### src/vt_pkg.sv
// vt_pkg: constants and types for the crt video timing controller
// assumes a host that drives select, data and an active-low data strobe
package vt_pkg;

    // select codes presented on the select lines
    localparam logic [3:0] VT_SEL_REG_LAST = 4'h6;  // config registers 0..6
    localparam logic [3:0] VT_SEL_RESET    = 4'ha;  // reset command
    localparam logic [3:0] VT_SEL_SCROLL   = 4'hb;  // scroll up one row
    localparam logic [3:0] VT_SEL_CUR_COL  = 4'hc;  // cursor character column
    localparam logic [3:0] VT_SEL_CUR_ROW  = 4'hd;  // cursor data row
    localparam logic [3:0] VT_SEL_START    = 4'he;  // start timing chain

    // number of format control registers
    localparam int VT_NUM_CFG = 7;

    // config register indices
    localparam int VT_CFG_HTOTAL  = 0;  // character times per line minus one
    localparam int VT_CFG_ROWFMT  = 2;  // scans per data row field
    localparam int VT_CFG_ROWS    = 3;  // data rows per frame field
    localparam int VT_CFG_FRAME   = 4;  // scans per frame field
    localparam int VT_CFG_VSTART  = 5;  // vertical data start
    localparam int VT_CFG_LASTROW = 6;  // last displayed data row

    // field positions
    localparam int VT_SPR_LSB  = 3;  // scans per row minus one, bits 6:3
    localparam int VT_SPR_MSB  = 6;
    localparam int VT_ROWS_MSB = 5;  // rows per frame minus one, bits 5:0

    // scans per frame is twice the field plus this base
    localparam logic [9:0] VT_FRAME_BASE = 10'h100;

    // reset values
    localparam logic [7:0] VT_CFG_RST  = 8'h00;
    localparam logic [7:0] VT_CUR_RST  = 8'h00;
    localparam logic [7:0] VT_H_RST    = 8'h00;
    localparam logic [9:0] VT_LINE_RST = 10'h000;
    localparam logic [3:0] VT_SCAN_RST = 4'h0;
    localparam logic [5:0] VT_ROW_RST  = 6'h00;

    // one host access as seen on the select and data lines
    typedef struct packed {
        logic [3:0] sel;
        logic [7:0] data;
    } vt_cmd_t;

endpackage

### src/vt_video_timer.sv
// vt_video_timer: programmable crt video timing controller core
// assumes all inputs are synchronous to I_MCLK; the character carry is a
// one-cycle pulse from an external dot counter
`timescale 1ns/1ps

module vt_video_timer
    import vt_pkg::*;
(
    // clock and reset
    input  wire logic       I_MCLK,
    input  wire logic       I_RSTN,
    // host port
    input  wire logic       I_CS_N,
    input  wire logic       I_DS_N,
    input  wire logic [3:0] I_SEL,
    input  wire logic [7:0] I_DATA,
    // character rate carry from dot counter
    input  wire logic       I_CHAR_CLOCK_CARRY_IN,
    // refresh memory and character generator addressing
    output logic [7:0]      O_CHAR_COL,
    output logic [3:0]      O_SCAN_LINE,
    output logic [5:0]      O_DATA_ROW,
    // cursor marker
    output logic            O_CURSOR_VIDEO_OUT,
    // timing chain running
    output logic            O_RUNNING
);

    vt_cmd_t    host_cmd;                   // select and data together
    logic       ds_n_reg;                   // strobe delayed one cycle
    logic       wr_stb;                     // one-cycle write strobe
    logic [7:0] cfg_reg [VT_NUM_CFG];       // format control registers
    logic [7:0] cur_col_reg;                // cursor column
    logic [7:0] cur_row_reg;                // cursor row
    logic       run_reg;                    // timing chain running
    logic [7:0] h_cnt_reg;                  // character column
    logic [9:0] line_cnt_reg;               // scan within frame
    logic [3:0] scan_cnt_reg;               // scan within data row
    logic [5:0] lrow_reg;                   // data row count from top
    logic [5:0] drow_reg;                   // displayed (rotated) row
    logic       act_reg;                    // inside data rows
    logic       cur_vid_reg;                // cursor video
    logic       do_reset;                   // reset command taken
    logic       do_start;                   // start command taken
    logic       carry;                      // counting enabled this cycle
    logic       h_end;                      // last character of line
    logic [9:0] frame_total;                // scans per frame
    logic [9:0] line_next;                  // next scan in frame
    logic [3:0] spr_m1;                     // scans per row minus one
    logic [5:0] rows_m1;                    // rows per frame minus one
    logic [5:0] last_row;                   // last displayed row
    logic [5:0] first_row;                  // row shown at the top

    assign host_cmd = '{sel: I_SEL, data: I_DATA};

    // strobe edge detect; host holds select and data across the low edge
    always_ff @(posedge I_MCLK or negedge I_RSTN)
    begin
        if (!I_RSTN)
            ds_n_reg <= 1'b1;
        else
            ds_n_reg <= I_DS_N;
    end

    assign wr_stb   = !I_CS_N && ds_n_reg && !I_DS_N;
    assign do_reset = wr_stb && host_cmd.sel == VT_SEL_RESET;
    assign do_start = wr_stb && host_cmd.sel == VT_SEL_START;

    // decoded format fields
    assign spr_m1      = cfg_reg[VT_CFG_ROWFMT][VT_SPR_MSB:VT_SPR_LSB];
    assign rows_m1     = cfg_reg[VT_CFG_ROWS][VT_ROWS_MSB:0];
    assign last_row    = cfg_reg[VT_CFG_LASTROW][VT_ROWS_MSB:0];
    assign frame_total = {1'b0, cfg_reg[VT_CFG_FRAME], 1'b0} + VT_FRAME_BASE;
    // top row follows the last displayed row
    assign first_row   = (last_row >= rows_m1) ? VT_ROW_RST : last_row + 6'h01;

    // format registers; scroll bumps the last row with wraparound
    always_ff @(posedge I_MCLK or negedge I_RSTN)
    begin
        if (!I_RSTN)
        begin
            for (int i = 0; i < VT_NUM_CFG; i++)
                cfg_reg[i] <= VT_CFG_RST;
        end
        else if (wr_stb && host_cmd.sel <= VT_SEL_REG_LAST)
        begin
            cfg_reg[host_cmd.sel[2:0]] <= host_cmd.data;
        end
        else if (wr_stb && host_cmd.sel == VT_SEL_SCROLL)
        begin
            if (last_row >= rows_m1)
                cfg_reg[VT_CFG_LASTROW] <= VT_CFG_RST;
            else
                cfg_reg[VT_CFG_LASTROW] <= {2'b00, last_row + 6'h01};
        end
    end

    // cursor position registers
    always_ff @(posedge I_MCLK or negedge I_RSTN)
    begin
        if (!I_RSTN)
        begin
            cur_col_reg <= VT_CUR_RST;
            cur_row_reg <= VT_CUR_RST;
        end
        else if (wr_stb)
        begin
            if (host_cmd.sel == VT_SEL_CUR_COL)
                cur_col_reg <= host_cmd.data;  // column load
            if (host_cmd.sel == VT_SEL_CUR_ROW)
                cur_row_reg <= host_cmd.data;  // row load
        end
    end

    // run flag; reset command wins over a stale start
    always_ff @(posedge I_MCLK or negedge I_RSTN)
    begin
        if (!I_RSTN)
            run_reg <= 1'b0;
        else if (do_reset)
            run_reg <= 1'b0;
        else if (do_start)
            run_reg <= 1'b1;
    end

    // carries are dropped on a reset or start cycle so the restart is not disturbed
    assign carry     = run_reg && I_CHAR_CLOCK_CARRY_IN && !do_reset && !do_start;
    // count wraps after stored value plus one
    assign h_end     = h_cnt_reg == cfg_reg[VT_CFG_HTOTAL];
    assign line_next = (line_cnt_reg >= frame_total - 10'h001) ? VT_LINE_RST
                                                               : line_cnt_reg + 10'h001;

    // timing chain counters
    always_ff @(posedge I_MCLK or negedge I_RSTN)
    begin
        if (!I_RSTN)
        begin
            h_cnt_reg    <= VT_H_RST;
            line_cnt_reg <= VT_LINE_RST;
            scan_cnt_reg <= VT_SCAN_RST;
            lrow_reg     <= VT_ROW_RST;
            drow_reg     <= VT_ROW_RST;
            act_reg      <= 1'b0;
        end
        else if (do_reset || do_start)
        begin
            // both commands restart the chain from the frame top
            h_cnt_reg    <= VT_H_RST;
            line_cnt_reg <= VT_LINE_RST;
            scan_cnt_reg <= VT_SCAN_RST;
            lrow_reg     <= VT_ROW_RST;
            drow_reg     <= first_row;
            act_reg      <= do_start && cfg_reg[VT_CFG_VSTART] == VT_CFG_RST;
        end
        else if (carry)
        begin
            if (!h_end)
            begin
                h_cnt_reg <= h_cnt_reg + 8'h01;
            end
            else
            begin
                h_cnt_reg    <= VT_H_RST;
                line_cnt_reg <= line_next;
                if (line_next == {2'b00, cfg_reg[VT_CFG_VSTART]})
                begin
                    scan_cnt_reg <= VT_SCAN_RST;
                    lrow_reg     <= VT_ROW_RST;
                    drow_reg     <= first_row;
                    act_reg      <= 1'b1;
                end
                else if (line_next == VT_LINE_RST)
                begin
                    scan_cnt_reg <= VT_SCAN_RST;
                    lrow_reg     <= VT_ROW_RST;
                    act_reg      <= 1'b0;
                end
                else if (act_reg)
                begin
                    if (scan_cnt_reg >= spr_m1)
                    begin
                        scan_cnt_reg <= VT_SCAN_RST;
                        if (lrow_reg >= rows_m1)
                            act_reg <= 1'b0;
                        else
                        begin
                            lrow_reg <= lrow_reg + 6'h01;
                            drow_reg <= (drow_reg >= rows_m1) ? VT_ROW_RST
                                                             : drow_reg + 6'h01;
                        end
                    end
                    else
                        scan_cnt_reg <= scan_cnt_reg + 4'h1;
                end
            end
        end
    end

    // cursor video, one cycle behind the counters it compares
    always_ff @(posedge I_MCLK or negedge I_RSTN)
    begin
        if (!I_RSTN)
            cur_vid_reg <= 1'b0;
        else
            // match on column and displayed row; a reset command
            // blanks the marker at once rather than one clock later
            cur_vid_reg <= run_reg && !do_reset && act_reg && h_cnt_reg == cur_col_reg
                           && {2'b00, drow_reg} == cur_row_reg;
    end

    // outputs straight from the counters and the cursor and run flags
    assign O_CHAR_COL         = h_cnt_reg;
    assign O_SCAN_LINE        = scan_cnt_reg;
    assign O_DATA_ROW         = drow_reg;
    assign O_CURSOR_VIDEO_OUT = cur_vid_reg;
    assign O_RUNNING          = run_reg;

    // protocol and counter checks; all disabled while reset is held
    AST_RESET_STOPS: assert property (@(posedge I_MCLK) disable iff (!I_RSTN)
        do_reset |=> (!run_reg && h_cnt_reg == VT_H_RST && !cur_vid_reg)[*2])
        else $error("reset command did not stop the chain");

    AST_CUR_COL_LOAD: assert property (@(posedge I_MCLK) disable iff (!I_RSTN)
        (wr_stb && I_SEL == VT_SEL_CUR_COL) |=> cur_col_reg == $past(I_DATA))
        else $error("cursor column not loaded");

    AST_CUR_ROW_LOAD: assert property (@(posedge I_MCLK) disable iff (!I_RSTN)
        (wr_stb && I_SEL == VT_SEL_CUR_ROW) |=> cur_row_reg == $past(I_DATA)
        && cur_col_reg == $past(cur_col_reg))
        else $error("cursor row not loaded");

    AST_START_RUNS: assert property (@(posedge I_MCLK) disable iff (!I_RSTN)
        (do_start && !do_reset) |=> run_reg && O_CHAR_COL == VT_H_RST)
        else $error("start did not run the chain");

    AST_H_WRAP: assert property (@(posedge I_MCLK) disable iff (!I_RSTN)
        (carry && h_end) |=> O_CHAR_COL == VT_H_RST)
        else $error("column did not wrap at stored count");

    AST_H_STEP: assert property (@(posedge I_MCLK) disable iff (!I_RSTN)
        (carry && !h_end) |=> O_CHAR_COL == $past(O_CHAR_COL) + 8'h01
        && $stable(O_SCAN_LINE) && $stable(O_DATA_ROW))
        else $error("column did not step on carry");

    AST_NO_CARRY_HOLD: assert property (@(posedge I_MCLK) disable iff (!I_RSTN)
        (!I_CHAR_CLOCK_CARRY_IN && !wr_stb) |=> $stable(O_CHAR_COL) && $stable(O_SCAN_LINE))
        else $error("counters moved without carry");

    AST_VSTART: assert property (@(posedge I_MCLK) disable iff (!I_RSTN)
        (carry && h_end && line_next == {2'b00, cfg_reg[VT_CFG_VSTART]})
        |=> act_reg && O_SCAN_LINE == VT_SCAN_RST && lrow_reg == VT_ROW_RST)
        else $error("data rows did not begin at vertical start");

    AST_ROW_BOUND: assert property (@(posedge I_MCLK) disable iff (!I_RSTN)
        act_reg |-> lrow_reg <= rows_m1)
        else $error("row counter past last displayed row");

    AST_SCROLL: assert property (@(posedge I_MCLK) disable iff (!I_RSTN)
        (wr_stb && I_SEL == VT_SEL_SCROLL && last_row < rows_m1)
        |=> last_row == $past(last_row) + 6'h01)
        else $error("scroll did not rotate rows");

    AST_REG_LOAD: assert property (@(posedge I_MCLK) disable iff (!I_RSTN)
        (wr_stb && I_SEL <= VT_SEL_REG_LAST) |=> cfg_reg[$past(I_SEL[2:0])] == $past(I_DATA))
        else $error("format register not loaded");

    AST_CURSOR_VIDEO: assert property (@(posedge I_MCLK) disable iff (!I_RSTN)
        O_CURSOR_VIDEO_OUT |-> $past(h_cnt_reg) == cur_col_reg || $past(wr_stb))
        else $error("cursor video away from cursor column");

endmodule // vt_video_timer
### config.mk
export PLATFORM = sky130hd
export DESIGN_NAME = vt_video_timer
export DESIGN_NICKNAME = d
export VERILOG_FILES = /design/src/vt_pkg.sv /design/src/vt_video_timer.sv
export SDC_FILE = /design/constraint.sdc
export NUM_CORES = 1
export LEC_CHECK = 0
export BUFFER_PORTS_ARGS = -buffer_cell sky130_fd_sc_hd__buf_2
export CAP_MARGIN = 20
export CORE_MARGIN = 4
export CORE_UTILIZATION = 50
export CTS_CLUSTER_SIZE = 20
export DETAILED_ROUTE_END_ITERATION = 8
export PLACE_DENSITY = 0.68
export SLEW_MARGIN = 30
export SYNTH_ARGS = -nofsm -noshare
export SYNTH_HDL_FRONTEND = slang
export SYNTH_SLANG_ARGS = --single-unit
### constraint.sdc
create_clock -name I_MCLK -period 4.85 [get_ports I_MCLK]
set_input_delay 0.97 -clock I_MCLK [delete_from_list [all_inputs] [get_ports I_MCLK]]
set_output_delay 0.97 -clock I_MCLK [all_outputs]
set_load 0.05 [all_outputs]
==> results.cfg, run 1 <==
[outcome]
status = finished, final reports clean

[clock_tree]
tritoncts = built
clk_pin_slew_ns = 0.07
h-tree-depth = 3
hold_buffers = 0
cts_buffer_depth = 2
post_cts_buffers = 0
ctsResizeCount = 0
clk_latency_ns = 0.34
cts_buffers = 9
clock-sinks = 94
cts_root_buf = clkbuf_16

[sta]
worst_slew_pin_slew_ns = 0.844
min_period_ns = 4.13
final.period_utilization_pct = 85.1
finalSetupTns_ns = 0
hold_viol_final = 0
max_slew_margin_pct = 43.4
setup_violations = 0
slew_violations = 0
timing.fmax_mhz = 242
rsz0062_at_grt = false
skew_ns = 0.00938

[final_layout]
drive_gt1_share_pct = 17.8
antenna_cells = 0
largest_reg_flops = 40
final_util_pct = 56.3
final_cell_mix = dfrtp_1, nand2_1, o21ai_0
area_delta_synth_final_pct = 10.0
nets = 685
layout_commonest_cell = dfrtp_1

[floorplan]
die_y_um = 116
die-area_um2 = 13500
io_pins = 37
num_rows = 39
die_x_um = 116
core_area_um2 = 11400
start_util_pct = 51.1

[routing]
dr.pass1.iters = 5
detail_route.drc_violations = 0
vias_per_cell = 6.01
drt_iter0_drc = 267
vias = 4673
post_drt_wl_per_cell_um = 17.8
wl_um = 13900
ant_nets = 0

[pwr]
power_leakage_nw = 2.97
p_per_area_nw_per_um2 = 423
p_switching_mw = 1.05
irDropWorstVdd_uv = 240
switching_share_pct = 38.5
p_comb_share_pct = 33.2
intPower_mw = 1.67
pwr-share-seq_pct = 40.1
clkPwrFrac_pct = 26.7

[synth]
synthCells = 601
synth-edff-count = 0
ys_seq_area_share_pct = 40.3
ys_warn_count = 0
syn-cell-area_um2 = 5840
async_reset_ff_share_pct = 100
synth_fp_nets = 656
synth.avg_cell_area_um2 = 9.71
ys_seq_elements = 94
synth_cell_types = 66
ys.flop_type = dfrtp_1

[global_route]
grt_pass1_wl_um = 23500
grt_antenna_before_repair = 0
grt_max_degree = 71
grt.total_usage_pct = 22.1
grt-ovfl-total = 0
grt_pass1_vias = 4698

[setup_path]
end_kind = flop
crit_required_ns = 5.08
crit_path_frequent_cell = ha_1
slowest_stage = or4_1
critPathKind = reg -> reg
crit_arrival_ns = 4.36
max_stage_delay_ns = 0.70
rrSetupSlack_ns = 0.72
critical_path.top_delay_family = compound AO/OA/AOI/OAI gates
worstPathCellList = inv_1 > ha_1 > xnor2_1 > ha_1 > a211oi_1 > o221ai_1 > a211oi_2 > nand4b_1 > o311a_1 > or4_1 > nand3_2 > o21ai_0 > mux2_2
crit_fanout = 12
crit_buf_inv = 1
worstSetupStartpointType = flop

[placed_design]
hpwl_um = 10100
io_buffers = 36
globalplace.congestion = 0.862

[job]
max-cap-violations = 0

[min_path]
hold_class = reg -> reg
==> power groups by stage <==
stage,clock [mW],sequential (mW),combinational [mW]
floorplan,0,1.16,0.608
global placement,0,1.09,0.871
detailed placement,0,1.10,0.901
CTS,0.736,1.09,0.908
global route,0.767,1.11,1.01
finish,0.725,1.09,0.903
==> worst register-to-register path, cell delays in order (launching register included) <==
cell	delay, ns
dfrtp_1	0.39
inv_1	0.08
ha_1	0.24
xnor2_1	0.19
ha_1	0.28
a211oi_1	0.23
o221ai_1	0.18
a211oi_2	0.67
nand4b_1	0.17
o311a_1	0.16
or4_1	0.70
nand3_2	0.25
o21ai_0	0.16
mux2_2	0.32
==> area by class of cell <==
type                            instances  area (um2)
Fill cell                            1025        4990
Multi-Input combinational cell        464        3300
Sequential cell                        94        2350
Clock buffer                           10         229
Timing Repair Buffer                   40         216
Tap cell                              143         179
Inverter                               21        78.8
Clock inverter                          6        68.8
==> Yosys cell counts (8+ instances only) <==
| cell | count | area [um2] |
|---|---|---|
| a21oi_1 | 21 | 105 |
| nand4_1 | 10 | 62.6 |
| nand2b_1 | 15 | 93.8 |
| clkbuf_1 | 14 | 52.6 |
| xnor2_1 | 28 | 245 |
| nand2_1 | 58 | 218 |
| dfrtp_1 | 93 | 2330 |
| inv_1 | 21 | 78.8 |
| ha_1 | 38 | 475 |
| a21o_1 | 8 | 60.1 |
| nor3_1 | 9 | 45.0 |
| and3_1 | 12 | 75.1 |
| nand3_1 | 22 | 110 |
| mux2_2 | 43 | 484 |
| xor2_1 | 12 | 105 |
| o21ai_0 | 56 | 280 |
| nor2_1 | 37 | 139 |
==> stage by stage <==
step                      hold WS [ns]  setup slack (ns)  std cells  total power [mW]  cell area, um2
after floorplan                  0.481              1.45        601              1.77            5840
after global placement           0.491             0.966        762              1.97            6120
after detailed placement         0.505             0.745        762              2.00            6120
after CTS                        0.520             0.707        778              2.73            6420
after global routing             0.537             0.384        778              2.89            6420
final                            0.519             0.722        778              2.72            6420
==> path summary, 6_finish.rpt <==
kind                           startpoint             end  depth (start not counted)
setup / recovery              cfg_reg[16]  O_SCAN_LINE[0]                         13
hold / removal             cur_row_reg[7]  cur_row_reg[7]                          1
setup reg to reg              cfg_reg[16]  O_SCAN_LINE[0]                         13
hold reg to reg            cur_row_reg[7]  cur_row_reg[7]                          1
max in group asynchronous          I_RSTN       O_RUNNING                          2
min in group asynchronous          I_RSTN     lrow_reg[5]                          1
==> cell families after synthesis <==
logic type                 share of synthesized area, %
AOI/OAI and AO/OA                                  15.1
DFF                                                40.3
muxes                                              8.47
and+or+nand+nor                                    18.7
buffers and inverters                              3.28
xor gates and xnor gates                           6.00
adders and majority gates                          8.14
==> layer usage <==
metal / routed length (um) / up-vias / GRT usage, %
met5: 0 / - / 0
met4: 191 / 0 / 7.42
met3: 646 / 18 / 3.39
met2: 6610 / 97 / 36.1
met1: 6400 / 2308 / 30.1
li1: - / 2250 / -
(Power assumes the default switching activity.)
==> run 2, diff against run 1 <==
Settings changed: CORE_MARGIN 4 to 2.
==> run 2 against run 1 <==
Compared with the run above:
- utilization rose by 0.19 points
- first-iteration DRC count rose by 1.1%
- maximum frequency barely moved
- non-clock buffer count did not move
- critical path type unchanged
- combinational power barely moved
- hold slack improved by 0.0099 ns
- flip-flop and latch count did not move
- register-to-register slack barely moved
- count of clock-buffer cells in the layout did not move
- sequential power barely moved
==> results.cfg, run 2 (synthesis results as in run 1) <==
[sta]
timing.fmax_mhz = 242
worst_slew_pin_slew_ns = 0.868
hold_viol_final = 0
max_slew_margin_pct = 41.8
skew_ns = 0.00757
final.period_utilization_pct = 85.2
slew_violations = 0
rsz0062_at_grt = false
min_period_ns = 4.13
finalSetupTns_ns = 0
setup_violations = 0

[global_route]
grt_antenna_before_repair = 0
use_met3_pct = 3.78
grt.total_usage_pct = 23.5
grt_pass1_vias = 4743
grt_pass1_wl_um = 23900
gr-usage-met2_pct = 37.7
grt_use_met1_pct = 32.8
grt_max_degree = 60
grt-ovfl-total = 0
busiest_layer = met2

[setup_path]
slowest_stage = or4_1
worstSetupStartpointType = flop
rrSetupSlack_ns = 0.72
critical_path.top_delay_family = simple AND/OR/NAND/NOR gates
rr_worst_depth = 13
crit_arrival_ns = 4.36
r2r-end = O_SCAN_LINE[0]
crit_required_ns = 5.08
crit_buf_inv = 0
critPathKind = reg -> reg
crit_fanout = 12
end_kind = flop
reg2reg_from = cfg_reg[16]
worstPathCellList = nor3_1 > nor3b_1 > xnor2_1 > ha_1 > a211oi_1 > nor2_1 > a211oi_2 > nand4b_1 > o311a_1 > or4_1 > nand3_2 > o21ai_0 > mux2_2
max_stage_delay_ns = 0.69

[clock_tree]
cts_buffers = 9
clk_pin_slew_ns = 0.07
clock-sinks = 94
cts_root_buf = clkbuf_16
post_cts_buffers = 0
ctsResizeCount = 0
tritoncts = built
h-tree-depth = 3
cts_buffer_depth = 2
clk_latency_ns = 0.35
hold_buffers = 0

[final_layout]
drive_gt1_share_pct = 17.8
layout_commonest_cell = dfrtp_1
final_util_pct = 56.4
nets = 685
area_delta_synth_final_pct = 10.4
largest_reg_flops = 40
final_cell_mix = dfrtp_1, nand2_1, o21ai_0
antenna_cells = 0
nFillCells = 1033

[pwr]
irDropWorstVdd_uv = 255
power_mw = 2.78
power_leakage_nw = 2.99
p_per_area_nw_per_um2 = 431

[job]
max-cap-violations = 0

[min_path]
hold_path_depth = 1
min_from = cur_row_reg[4]
hold_class = reg -> reg
whs_endpoint = cur_row_reg[4]

[routing]
vias_per_cell = 6.04
dr.pass1.iters = 7
ant_nets = 0
drt_iter0_drc = 270
detail_route.drc_violations = 0
wl_um = 14000
post_drt_wl_per_cell_um = 18.0
vias = 4699

[floorplan]
die-area_um2 = 12600
num_rows = 39
die_x_um = 112
start_util_pct = 51.1
io_pins = 37
core_area_um2 = 11400
die_y_um = 112

[outcome]
status = finished, final reports clean

[placed_design]
globalplace.congestion = 0.869
io_buffers = 36
hpwl_um = 10100
run 2: worst max-delay path by stage:
stage / from / end / slack, ns / depth (start not counted)
2_1_floorplan: cfg_reg[16] / O_DATA_ROW[2] / 1.45 / 14
3_3_place_gp: cfg_reg[16] / O_SCAN_LINE[0] / 0.94 / 12
3_5_place_dp: cfg_reg[16] / O_SCAN_LINE[0] / 0.81 / 13
4_1_cts: cfg_reg[16] / O_SCAN_LINE[0] / 0.78 / 13
5_1_grt: cfg_reg[16] / O_SCAN_LINE[0] / 0.41 / 13
6_report: cfg_reg[16] / O_SCAN_LINE[0] / 0.72 / 13
run 2: worst reg2reg max path, delay by kind of cell, from the launching register on:
family | cells | cell delay, ns
muxes | 1 | 0.32
xor gates and xnor gates | 1 | 0.10
DFF | 1 | 0.42
adders and majority gates | 1 | 0.19
AOI/OAI and AO/OA | 4 | 1.20
and+or+nand+nor | 6 | 1.79
run 2: stage by stage:
step / std cells / setup slack [ns] / hold WS [ns] / area, um2
6_report: 778 / 0.720 / 0.529 / 6440
5_1_grt: 778 / 0.415 / 0.545 / 6440
4_1_cts: 778 / 0.780 / 0.530 / 6440
3_5_place_dp: 762 / 0.808 / 0.516 / 6120
3_3_place_gp: 762 / 0.939 / 0.494 / 6120
2_1_floorplan: 601 / 1.45 / 0.481 / 5840
run 2: layer usage:
layer / share of wire [%] / wire, um
met4: 2.6 / 361
met3: 4.5 / 635
met1: 47 / 6550
met2: 46 / 6440
met5: 0 / 0
run 2: area by class of cell:
cell class              count  area [um2]  share of cell area [%]
well taps                 143         179                    2.78
clock buffers              10         229                    3.55
multi-input cells         464        3300                    51.2
clock inverters             6        93.8                    1.46
flip-flops and latches     94        2350                    36.5
repair buffers             40         213                    3.30
inverters                  21        78.8                    1.22
run 2: where the power goes:
group          internal, mW  total [mW]  switching (mW)
clock                 0.458       0.783           0.325
sequential            0.905        1.09           0.183
combinational         0.361       0.905           0.544
